==> src/efac_pkg.sv <==
// Package: register map, field positions, reset values and timing counts
package efac_pkg;
	// ****************************************************************
	// Register offsets (byte addresses on the register bus)
	// ****************************************************************
	localparam logic [11:0] OFS_CTRL = 12'h018c;
	localparam logic [11:0] OFS_UNLOCK = 12'h018d;
	localparam logic [11:0] OFS_DATA_LO = 12'h010c;
	localparam logic [11:0] OFS_ADDR_LO = 12'h010d;
	localparam logic [11:0] OFS_DATA_HI = 12'h010e;
	localparam logic [11:0] OFS_ADDR_HI = 12'h010f;
	localparam logic [11:0] OFS_IRQ_FLAGS = 12'h000d;
	// ****************************************************************
	// Control register fields, and the write-done flag of the interrupt flags
	// ****************************************************************
	localparam int BIT_READ_GO = 0;
	localparam int BIT_WRITE_GO = 1;
	localparam int BIT_WRITE_ALLOW = 2;
	localparam int BIT_WRITE_ABORT = 3;
	localparam int BIT_SPACE_SELECT = 7;
	localparam int BIT_WRITE_DONE = 4;
	// ****************************************************************
	// Unlock keys and widths
	// ****************************************************************
	localparam logic [7:0] UNLOCK_KEY_FIRST = 8'h55;
	localparam logic [7:0] UNLOCK_KEY_SECOND = 8'haa;
	localparam int EE_ADDR_W = 8;
	localparam int EE_DEPTH = 256;
	localparam int PM_ADDR_W = 13;
	localparam int PM_DATA_W = 14;
	localparam logic [7:0] RESET_BYTE = 8'h00;
	// ****************************************************************
	// Timing
	// ****************************************************************
	localparam int CLK_PERIOD_NS = 100;
	localparam int EE_WRITE_TIME_NS = 4000;
	localparam int EE_WRITE_CYC = EE_WRITE_TIME_NS / CLK_PERIOD_NS;
	localparam int PM_READ_CYC = 2;
	localparam int PM_ERASE_CYC = 20;
	localparam int PM_PROG_CYC = 20;
	localparam int TMR_W = 16;
	typedef enum logic [2:0] {
		ST_IDLE = 3'b000,
		ST_EE_WRITE = 3'b001,
		ST_PM_ERASE = 3'b010,
		ST_PM_PROG = 3'b011,
		ST_PM_READ = 3'b100,
		ST_RELEASE = 3'b101
	} efac_state_e;
endpackage

==> src/efac_write_timer.sv <==
// Write timer: counts a loaded number of cycles and pulses when it ends
`timescale 1ns/1ns
module efac_write_timer (
	input wire logic i_clk,
	input wire logic i_rst,
	input wire logic i_load,
	input wire logic [15:0] i_count,
	output logic o_busy,
	output logic o_done
);
	typedef struct packed {
		logic [15:0] cnt;
		logic busy;
		logic done;
	} efac_tmr_s;
	efac_tmr_s s_q;
	efac_tmr_s s_d;
	always_comb begin
		s_d = s_q;
		s_d.done = 1'b0;
		if (i_load) begin
			s_d.cnt = i_count;
			s_d.busy = 1'b1;
		end else if (s_q.busy) begin
			if (s_q.cnt <= 16'h0001) begin
				s_d.busy = 1'b0;
				s_d.done = 1'b1;
				s_d.cnt = 16'h0000;
			end else begin
				s_d.cnt = s_q.cnt - 16'h0001;
			end
		end
	end
	always_ff @(posedge i_clk) begin
		if (i_rst) begin
			s_q <= '0;
		end else begin
			s_q <= s_d;
		end
	end
	assign o_busy = s_q.busy;
	assign o_done = s_q.done;
endmodule

==> src/efac_ee_array.sv <==
// Data EEPROM array: 256 bytes, synchronous write, combinational read
`timescale 1ns/1ns
module efac_ee_array (
	input wire logic i_clk,
	input wire logic i_we,
	input wire logic [7:0] i_addr,
	input wire logic [7:0] i_wdata,
	output logic [7:0] o_rdata
);
	logic [7:0] mem [0:efac_pkg::EE_DEPTH-1];
	// Contents survive reset like a real non-volatile store
	always_ff @(posedge i_clk) begin
		if (i_we) begin
			mem[i_addr] <= i_wdata;
		end
	end
	assign o_rdata = mem[i_addr];
endmodule

==> src/efac_ctrl.sv <==
// Access controller for data EEPROM and program flash, Wishbone slave
`timescale 1ns/1ns
module efac_ctrl (
	input wire logic i_clk,
	input wire logic i_rst,
	input wire logic i_por,
	input wire logic i_wb_cyc,
	input wire logic i_wb_stb,
	input wire logic i_wb_we,
	input wire logic [11:0] i_wb_adr,
	input wire logic [3:0] i_wb_sel,
	input wire logic [31:0] i_wb_dat,
	output logic [31:0] o_wb_dat,
	output logic o_wb_ack,
	input wire logic i_irq_pending,
	output logic o_irq_release,
	output logic o_fetch_stall,
	output logic o_busy,
	output logic o_pm_en,
	output logic o_pm_erase,
	output logic o_pm_prog,
	output logic [12:0] o_pm_addr,
	output logic [13:0] o_pm_wdata,
	input wire logic [13:0] i_pm_rdata
);
	// ****************************************************************
	// State
	// ****************************************************************
	typedef struct packed {
		efac_pkg::efac_state_e st;
		logic ack;
		logic [31:0] rdat;
		logic space_sel;
		logic write_abort;
		logic write_allow;
		logic write_go;
		logic read_go;
		logic write_done;
		logic [7:0] data_lo;
		logic [5:0] data_hi;
		logic [7:0] addr_lo;
		logic [4:0] addr_hi;
		logic [1:0] unlock;
		logic [1:0] rd_cnt;
		logic ee_we;
		logic held_irq;
		logic release_q;
	} efac_ctrl_s;
	efac_ctrl_s s_q;
	efac_ctrl_s s_d;
	logic tmr_load;
	logic [15:0] tmr_count;
	logic tmr_done;
	logic [7:0] ee_rdata;
	logic acc;
	logic wr;
	logic [7:0] wbyte;
	logic busy;
	// ****************************************************************
	// Submodules
	// ****************************************************************
	// Timer clears on warm reset too, so a cut write stops there
	efac_write_timer u_timer (
		.i_clk(i_clk),
		.i_rst(i_rst),
		.i_load(tmr_load),
		.i_count(tmr_count),
		.o_busy(),
		.o_done(tmr_done)
	);
	efac_ee_array u_ee (
		.i_clk(i_clk),
		.i_we(s_q.ee_we),
		.i_addr(s_q.addr_lo),
		.i_wdata(s_q.data_lo),
		.o_rdata(ee_rdata)
	);
	// ****************************************************************
	// Bus decode
	// ****************************************************************
	// Ack high blocks a second take of one held request
	assign acc = i_wb_cyc && i_wb_stb && !s_q.ack;
	assign wr = acc && i_wb_we && i_wb_sel[0];
	assign wbyte = i_wb_dat[7:0];
	// Single busy spans every write phase
	assign busy = s_q.st != efac_pkg::ST_IDLE
		&& s_q.st != efac_pkg::ST_PM_READ;
	// ****************************************************************
	// Next state
	// ****************************************************************
	always_comb begin
		s_d = s_q;
		s_d.ack = acc;
		s_d.ee_we = 1'b0;
		s_d.release_q = 1'b0;
		tmr_load = 1'b0;
		tmr_count = 16'h0000;
		// ************************************************************
		// Interrupt holding
		// ************************************************************
		// Events seen while an operation runs wait for the release
		if (i_irq_pending && s_q.st != efac_pkg::ST_IDLE) begin
			s_d.held_irq = 1'b1;
		end
		// ************************************************************
		// Register reads
		// ************************************************************
		if (acc && !i_wb_we) begin
			s_d.rdat = 32'h0000_0000;
			unique case (i_wb_adr)
				efac_pkg::OFS_CTRL: begin
					s_d.rdat[efac_pkg::BIT_SPACE_SELECT] = s_q.space_sel;
					s_d.rdat[efac_pkg::BIT_WRITE_ABORT] = s_q.write_abort;
					s_d.rdat[efac_pkg::BIT_WRITE_ALLOW] = s_q.write_allow;
					s_d.rdat[efac_pkg::BIT_WRITE_GO] = s_q.write_go;
					s_d.rdat[efac_pkg::BIT_READ_GO] = s_q.read_go;
				end
				efac_pkg::OFS_DATA_LO: s_d.rdat[7:0] = s_q.data_lo;
				// Upper two bits fixed at zero
				efac_pkg::OFS_DATA_HI: s_d.rdat[5:0] = s_q.data_hi;
				efac_pkg::OFS_ADDR_LO: s_d.rdat[7:0] = s_q.addr_lo;
				efac_pkg::OFS_ADDR_HI: s_d.rdat[4:0] = s_q.addr_hi;
				efac_pkg::OFS_IRQ_FLAGS: begin
					s_d.rdat[efac_pkg::BIT_WRITE_DONE] = s_q.write_done;
				end
				// Unlock port reads zero, like any unmapped offset
				default: s_d.rdat = 32'h0000_0000;
			endcase
		end
		// ************************************************************
		// Register writes
		// ************************************************************
		// Any write but a correct key resets the unlock position
		if (wr) begin
			unique case (i_wb_adr)
				efac_pkg::OFS_CTRL: begin
					// Select frozen while an operation runs
					if (!busy && s_q.st != efac_pkg::ST_PM_READ
						&& !s_q.read_go) begin
						s_d.space_sel = wbyte[efac_pkg::BIT_SPACE_SELECT];
					end
					s_d.write_abort = wbyte[efac_pkg::BIT_WRITE_ABORT];
					s_d.write_allow = wbyte[efac_pkg::BIT_WRITE_ALLOW];
					// Go bits settable only; zeros are ignored
					if (wbyte[efac_pkg::BIT_READ_GO] && !busy
						&& s_q.st == efac_pkg::ST_IDLE) begin
						s_d.read_go = 1'b1;
					end
					// Allow must already be set; unlock must be armed
					if (wbyte[efac_pkg::BIT_WRITE_GO] && s_q.write_allow
						&& s_q.unlock == 2'b10 && !s_q.write_go) begin
						s_d.write_go = 1'b1;
					end
					s_d.unlock = 2'b00;
				end
				efac_pkg::OFS_UNLOCK: begin
					// Only the sequence position is kept
					if (wbyte == efac_pkg::UNLOCK_KEY_FIRST) begin
						s_d.unlock = 2'b01;
					end else if (wbyte == efac_pkg::UNLOCK_KEY_SECOND
						&& s_q.unlock == 2'b01) begin
						s_d.unlock = 2'b10;
					end else begin
						s_d.unlock = 2'b00;
					end
				end
				efac_pkg::OFS_DATA_LO: begin
					if (!busy) s_d.data_lo = wbyte;
					s_d.unlock = 2'b00;
				end
				efac_pkg::OFS_DATA_HI: begin
					if (!busy) s_d.data_hi = wbyte[5:0];
					s_d.unlock = 2'b00;
				end
				efac_pkg::OFS_ADDR_LO: begin
					if (!busy) s_d.addr_lo = wbyte;
					s_d.unlock = 2'b00;
				end
				efac_pkg::OFS_ADDR_HI: begin
					// Upper bits dropped; software keeps them clear
					if (!busy) s_d.addr_hi = wbyte[4:0];
					s_d.unlock = 2'b00;
				end
				efac_pkg::OFS_IRQ_FLAGS: begin
					if (!wbyte[efac_pkg::BIT_WRITE_DONE]) begin
						s_d.write_done = 1'b0;
					end
					s_d.unlock = 2'b00;
				end
				default: s_d.unlock = 2'b00;
			endcase
		end
		// ************************************************************
		// Operation sequencer; no bulk erase path exists
		// ************************************************************
		unique case (s_q.st)
			efac_pkg::ST_IDLE: begin
				// A pending read is served before a pending write
				if (s_q.read_go && !s_q.space_sel) begin
					// Byte lands in low data next cycle
					s_d.data_lo = ee_rdata;
					s_d.read_go = 1'b0;
				end else if (s_q.read_go) begin
					s_d.st = efac_pkg::ST_PM_READ;
					// Go cycle counts as the first fetch cycle
					s_d.rd_cnt = 2'(efac_pkg::PM_READ_CYC - 2);
				end else if (s_q.write_go && !s_q.space_sel) begin
					s_d.st = efac_pkg::ST_EE_WRITE;
					tmr_load = 1'b1;
					tmr_count = 16'(efac_pkg::EE_WRITE_CYC);
				end else if (s_q.write_go) begin
					s_d.st = efac_pkg::ST_PM_ERASE;
					tmr_load = 1'b1;
					tmr_count = 16'(efac_pkg::PM_ERASE_CYC);
				end
			end
			efac_pkg::ST_PM_READ: begin
				// Two fetch cycles, then the word is visible
				if (s_q.rd_cnt == 2'b00) begin
					s_d.data_lo = i_pm_rdata[7:0];
					s_d.data_hi = i_pm_rdata[13:8];
					s_d.read_go = 1'b0;
					s_d.st = efac_pkg::ST_IDLE;
				end else begin
					s_d.rd_cnt = s_q.rd_cnt - 2'b01;
				end
			end
			efac_pkg::ST_EE_WRITE: begin
				// Write-allow no longer looked at once running
				// Array strobe lands one cycle after the timer ends
				if (tmr_done) begin
					s_d.ee_we = 1'b1;
					s_d.st = efac_pkg::ST_RELEASE;
				end
			end
			efac_pkg::ST_PM_ERASE: begin
				// Program phase follows erase with no software step
				if (tmr_done) begin
					s_d.st = efac_pkg::ST_PM_PROG;
					tmr_load = 1'b1;
					tmr_count = 16'(efac_pkg::PM_PROG_CYC);
				end
			end
			efac_pkg::ST_PM_PROG: begin
				if (tmr_done) begin
					s_d.st = efac_pkg::ST_RELEASE;
				end
			end
			efac_pkg::ST_RELEASE: begin
				// Clear go and set done; done set beats a clear
				s_d.write_go = 1'b0;
				s_d.write_done = 1'b1;
				s_d.release_q = s_q.held_irq || i_irq_pending;
				s_d.held_irq = 1'b0;
				s_d.st = efac_pkg::ST_IDLE;
			end
			default: s_d.st = efac_pkg::ST_IDLE;
		endcase
	end
	// ****************************************************************
	// Registers
	// ****************************************************************
	always_ff @(posedge i_clk) begin
		if (i_rst) begin
			// Warm reset keeps data, address and select
			s_q.st <= efac_pkg::ST_IDLE;
			s_q.ack <= 1'b0;
			s_q.rdat <= 32'h0000_0000;
			s_q.write_go <= 1'b0;
			s_q.read_go <= 1'b0;
			s_q.unlock <= 2'b00;
			s_q.rd_cnt <= 2'b00;
			s_q.ee_we <= 1'b0;
			s_q.held_irq <= 1'b0;
			s_q.release_q <= 1'b0;
			s_q.write_done <= 1'b0;
			// Assume a cut write; kept as it was if nothing ran
			s_q.write_abort <= 1'b1;
			if (i_por) begin
				// Power-up clears what a warm reset keeps
				s_q.write_allow <= 1'b0;
				s_q.write_abort <= 1'b0;
				s_q.space_sel <= 1'b0;
				s_q.data_lo <= efac_pkg::RESET_BYTE;
				s_q.data_hi <= 6'h00;
				s_q.addr_lo <= efac_pkg::RESET_BYTE;
				s_q.addr_hi <= 5'h00;
			end else if (s_q.st == efac_pkg::ST_IDLE
				|| s_q.st == efac_pkg::ST_PM_READ) begin
				s_q.write_abort <= s_q.write_abort;
			end
		end else begin
			s_q <= s_d;
		end
	end
	// ****************************************************************
	// Outputs
	// ****************************************************************
	assign o_wb_ack = s_q.ack;
	assign o_wb_dat = s_q.rdat;
	// ****************************************************************
	// Status outputs
	// ****************************************************************
	assign o_busy = busy;
	// Core stalls only on program writes
	assign o_fetch_stall = s_q.st == efac_pkg::ST_PM_ERASE
		|| s_q.st == efac_pkg::ST_PM_PROG
		|| (s_q.st == efac_pkg::ST_RELEASE && s_q.space_sel);
	assign o_irq_release = s_q.release_q;
	// ****************************************************************
	// Program flash side
	// ****************************************************************
	// Array strobes are levels decoded from state
	assign o_pm_en = s_q.st == efac_pkg::ST_PM_READ
		|| s_q.st == efac_pkg::ST_PM_ERASE
		|| s_q.st == efac_pkg::ST_PM_PROG;
	assign o_pm_erase = s_q.st == efac_pkg::ST_PM_ERASE;
	assign o_pm_prog = s_q.st == efac_pkg::ST_PM_PROG;
	assign o_pm_addr = {s_q.addr_hi, s_q.addr_lo};
	assign o_pm_wdata = {s_q.data_hi, s_q.data_lo};
endmodule

==> config.mk <==
export PLATFORM = sky130hd
export DESIGN_NAME = efac_ctrl
export DESIGN_NICKNAME = d
export VERILOG_FILES = /design/src/efac_pkg.sv /design/src/efac_write_timer.sv /design/src/efac_ee_array.sv /design/src/efac_ctrl.sv
export SDC_FILE = /design/constraint.sdc
export NUM_CORES = 2
export LEC_CHECK = 0
export BUFFER_PORTS_ARGS = -buffer_cell sky130_fd_sc_hd__buf_2
export CORE_ASPECT_RATIO = 1.1
export CORE_MARGIN = 10
export CORE_UTILIZATION = 30
export CTS_CLUSTER_SIZE = 8
export DETAILED_ROUTE_END_ITERATION = 12
export GPL_ROUTABILITY_DRIVEN = 0
export HOLD_SLACK_MARGIN = 0.02
export PLACE_DENSITY = 0.58
export SKIP_CTS_REPAIR_TIMING = 1
export SLEW_MARGIN = 20
export SYNTH_ARGS = -nofsm -noshare
export SYNTH_HDL_FRONTEND = slang
export SYNTH_HIERARCHICAL = 1
export SYNTH_SLANG_ARGS = --single-unit
==> constraint.sdc <==
create_clock -name i_clk -period 4.1 [get_ports i_clk]
set_input_delay 0.41 -clock i_clk [delete_from_list [all_inputs] [get_ports i_clk]]
set_output_delay 0.41 -clock i_clk [all_outputs]
set_load 0.1 [all_outputs]
==> results.yml <==
yosys:
  syn_inst: 4064
  synth-edff-count: 2078
  yosys_warnings: 6
  synth_flop_cell: "edfxtp_1"
  seq_area_frac_synth_pct: 76.17
  postSynthAreaPerCell_sq_um: 20.42
  netlist_area_sq_um: 82970
  yosysUniqueCellTypes: 69
  synthArstFlopShare_pct: 0
  ys_seq_elements: 2118
critical_path:
  critical_path_class: "reg2reg"
  r2r_end: "o_pm_wdata[0]$_SDFFCE_PP0P_"
  cp.required_ps: 4740
  crit_path_end_kind: "register"
  worstPathArrival_ps: 4540
  cp_max_fo: 30
  rrSetupSlack_ps: 190
  start_kind: "register"
  rr_startpoint: "o_pm_addr[0]$_DFFE_PP_"
  reg2regPathDepth: 11
sta:
  finalCritPeriodShare_pct: 95.29
  fin_ws_ps: 193.2
  fin_crit_ps: 3907
  finalSetupViolations: 0
  drv_slew: 0
  finalHoldViolations: 0
  skew_ps: 68.18
  tightest_slew_ps: 1105
  finalSetupTns_ps: 0
  rsz0062_at_grt: "false"
  max_freq_mhz: 256.0
  max_slew_margin_pct: 26.32
route:
  drt_iter0_drc: 4539
  ant_nets: 0
  drt-total-wl_microns: 210800
  avgViaCountPerCell: 5.079
  drc: 0
  num_vias: 42430
  post_drt_wl_per_cell_microns: 25.24
  dr.pass1.iters: 5
clocking:
  cts_buffers: 315
  root_buffer: "clkbuf_16"
  clock_latency_ps: 920
  cts_max_level: 5
  path_clk_slew_ps: 60
  cts_sinks: 2118
  cts_tree: "done"
  clock_path_buffers: 4
worst_hold_path:
  hold_depth: 5
  worstHoldStart: "i_wb_adr[6]"
  min_to: "o_wb_dat[1]$_SDFFE_PP0P_"
  worstHoldPathType: "in2reg"
power_and_ir_drop:
  peakVddDrop_v: 0.0003797
  p_int_mw: 38.59
  total_power_mw: 48.73
  p_comb_share_pct: 4.8
  leakage_nw: 31.27
  p_per_area_nw_per_um2: 492.6
  power.share.sequential_pct: 49.4
  power_switching_share_pct: 20.80
  power_frac_clock_pct: 45.8
  p_sw_mw: 10.13
placement:
  portBuffers: 83
  dp_slack_ps: 160.0
  post-place-cells: 7953
  dp_hpwl_microns: 127900
  placed_area_sq_um: 90200
die:
  core-area_sq_um: 275200
  die_w_microns: 521.4
  dieArea_sq_um: 298000
  num_io_pins: 135
  fp.dieH_microns: 571.6
  rows: 202
  start_util_pct: 30.14
grt:
  grt_pass1_wl_microns: 305600
  grt_antenna_before_repair: 3
  grt_usage_pct: 13.70
  gr-total-overflow: 0
  grt_pass1_vias: 43670
  grt_max_degree: 172
final_layout:
  mostFrequentLayoutCell: "edfxtp_1"
  syn2layout_area_growth_pct: 19.21
  final_cells: 8355
  most-common-layout-cells: "2,078 x edfxtp_1, 514 x mux4_2, 378 x buf_4"
  finish.instance_area_sq_um: 98910
  fin_nets: 4707
  drive_gt1_share_pct: 29.72
run_status:
  status: "finished, final reports clean"
flow_run:
  cap_violations: 0
[per-layer routing]
layer	part of all wire (%)	track usage (%)
met5	0	0
met4	3.4	4.782
met3	7.2	2.867
met2	50	22.82
met1	40	17.78
[state kept, by name (all words and copies together) (netlist names)]
| register | cells |
|---|---|
| u_timer/s_q | 16 |
| o_irq_release | 1 |
| o_wb_ack | 1 |
| u_timer/o_done | 1 |
| o_pm_wdata | 14 |
| o_wb_dat | 8 |
| s_q | 15 |
| o_pm_addr | 13 |
| u_timer/o_busy | 1 |
| u_ee/mem | 2048 |
[critical path, cell delays in order (launching register included)]
cell,delay (ps)
edfxtp_1,440
buf_12,270
buf_12,280
mux4_2,560
a22oi_1,470
a21oi_1,130
o41ai_1,510
buf_4,230
nand4_1,210
a32oi_1,250
nand2b_1,120
o211ai_1,90
[power by group through the flow]
stage          combinational, mW  sequential, mW  clock [mW]
3_5_place_dp                2.34            24.5           0
2_1_floorplan               1.24            24.8           0
3_3_place_gp                2.29            24.5           0
5_1_grt                     2.47            24.1        23.8
4_1_cts                     2.34            24.1        22.8
6_report                    2.32            24.1        22.3
[worst max path at each step]
stage | start | end | slack, ps
CTS | o_pm_addr[0]$_DFFE_PP_ | o_pm_wdata[0]$_SDFFCE_PP0P_ | 150
finish | o_pm_addr[0]$_DFFE_PP_ | o_pm_wdata[0]$_SDFFCE_PP0P_ | 190
floorplan | o_pm_wdata[4]$_SDFFCE_PP0P_ | o_wb_dat[4]$_SDFFE_PP0P_ | -310
global placement | o_pm_addr[0]$_DFFE_PP_ | o_pm_wdata[2]$_SDFFCE_PP0P_ | 130
global route | o_pm_addr[0]$_DFFE_PP_ | o_pm_wdata[3]$_SDFFCE_PP0P_ | 10
detailed placement | o_pm_addr[0]$_DFFE_PP_ | o_pm_wdata[0]$_SDFFCE_PP0P_ | 160
[stage by stage]
stage	hold WS [ps]	utilization (%)
after floorplan	436.1	-
after global placement	452.9	32.77
final	25.49	35.94
after detailed placement	453.5	32.77
after CTS	-288.4	35.80
after global routing	22.24	35.93
[kinds of logic after synthesis]
family / after synthesis / share of synthesized area (%)
xor gates and xnor gates: 10 / 0.1056
and+or+nand+nor: 545 / 3.203
buffers and inverters: 342 / 2.102
AOI/OAI and AO/OA: 520 / 4.268
muxes: 525 / 14.10
adders and majority gates: 3 / 0.04525
other: 1 / 0.004520
DFF: 2118 / 76.17
[synth_stat cells (all sizes together), types with 6 or more instances]
cell	count	area share (%)
nand3	34	0.21
mux4	514	14
clkbuf	169	0.76
nor2	273	1.2
o22ai	7	0.053
xnor2	8	0.084
nor3	51	0.32
nand2b	19	0.14
a21oi	162	0.98
o31ai	6	0.054
buf	155	1.3
nor3b	15	0.14
mux2	8	0.11
inv	18	0.081
nor4	13	0.19
nor2b	11	0.083
dfxtp	40	0.97
nand4	27	0.20
a22oi	256	2.3
nand2	62	0.29
and2	9	0.068
or3	6	0.045
a32oi	8	0.084
o21ai	11	0.066
o211ai	9	0.081
a311oi	10	0.11
o41ai	33	0.35
edfxtp	2078	75
[cell type report]
type                    instances  area (sq um)
multi-input cells            1639         18200
well taps                    3672          4594
fillers                     25110        176300
flip-flops and latches       2118         63200
diodes                          3         7.507
clock buffers                 355          8224
inverters                      18         67.56
clock inverters                 7         93.84
repair buffers                543          4522
(Power assumes the default switching activity.)
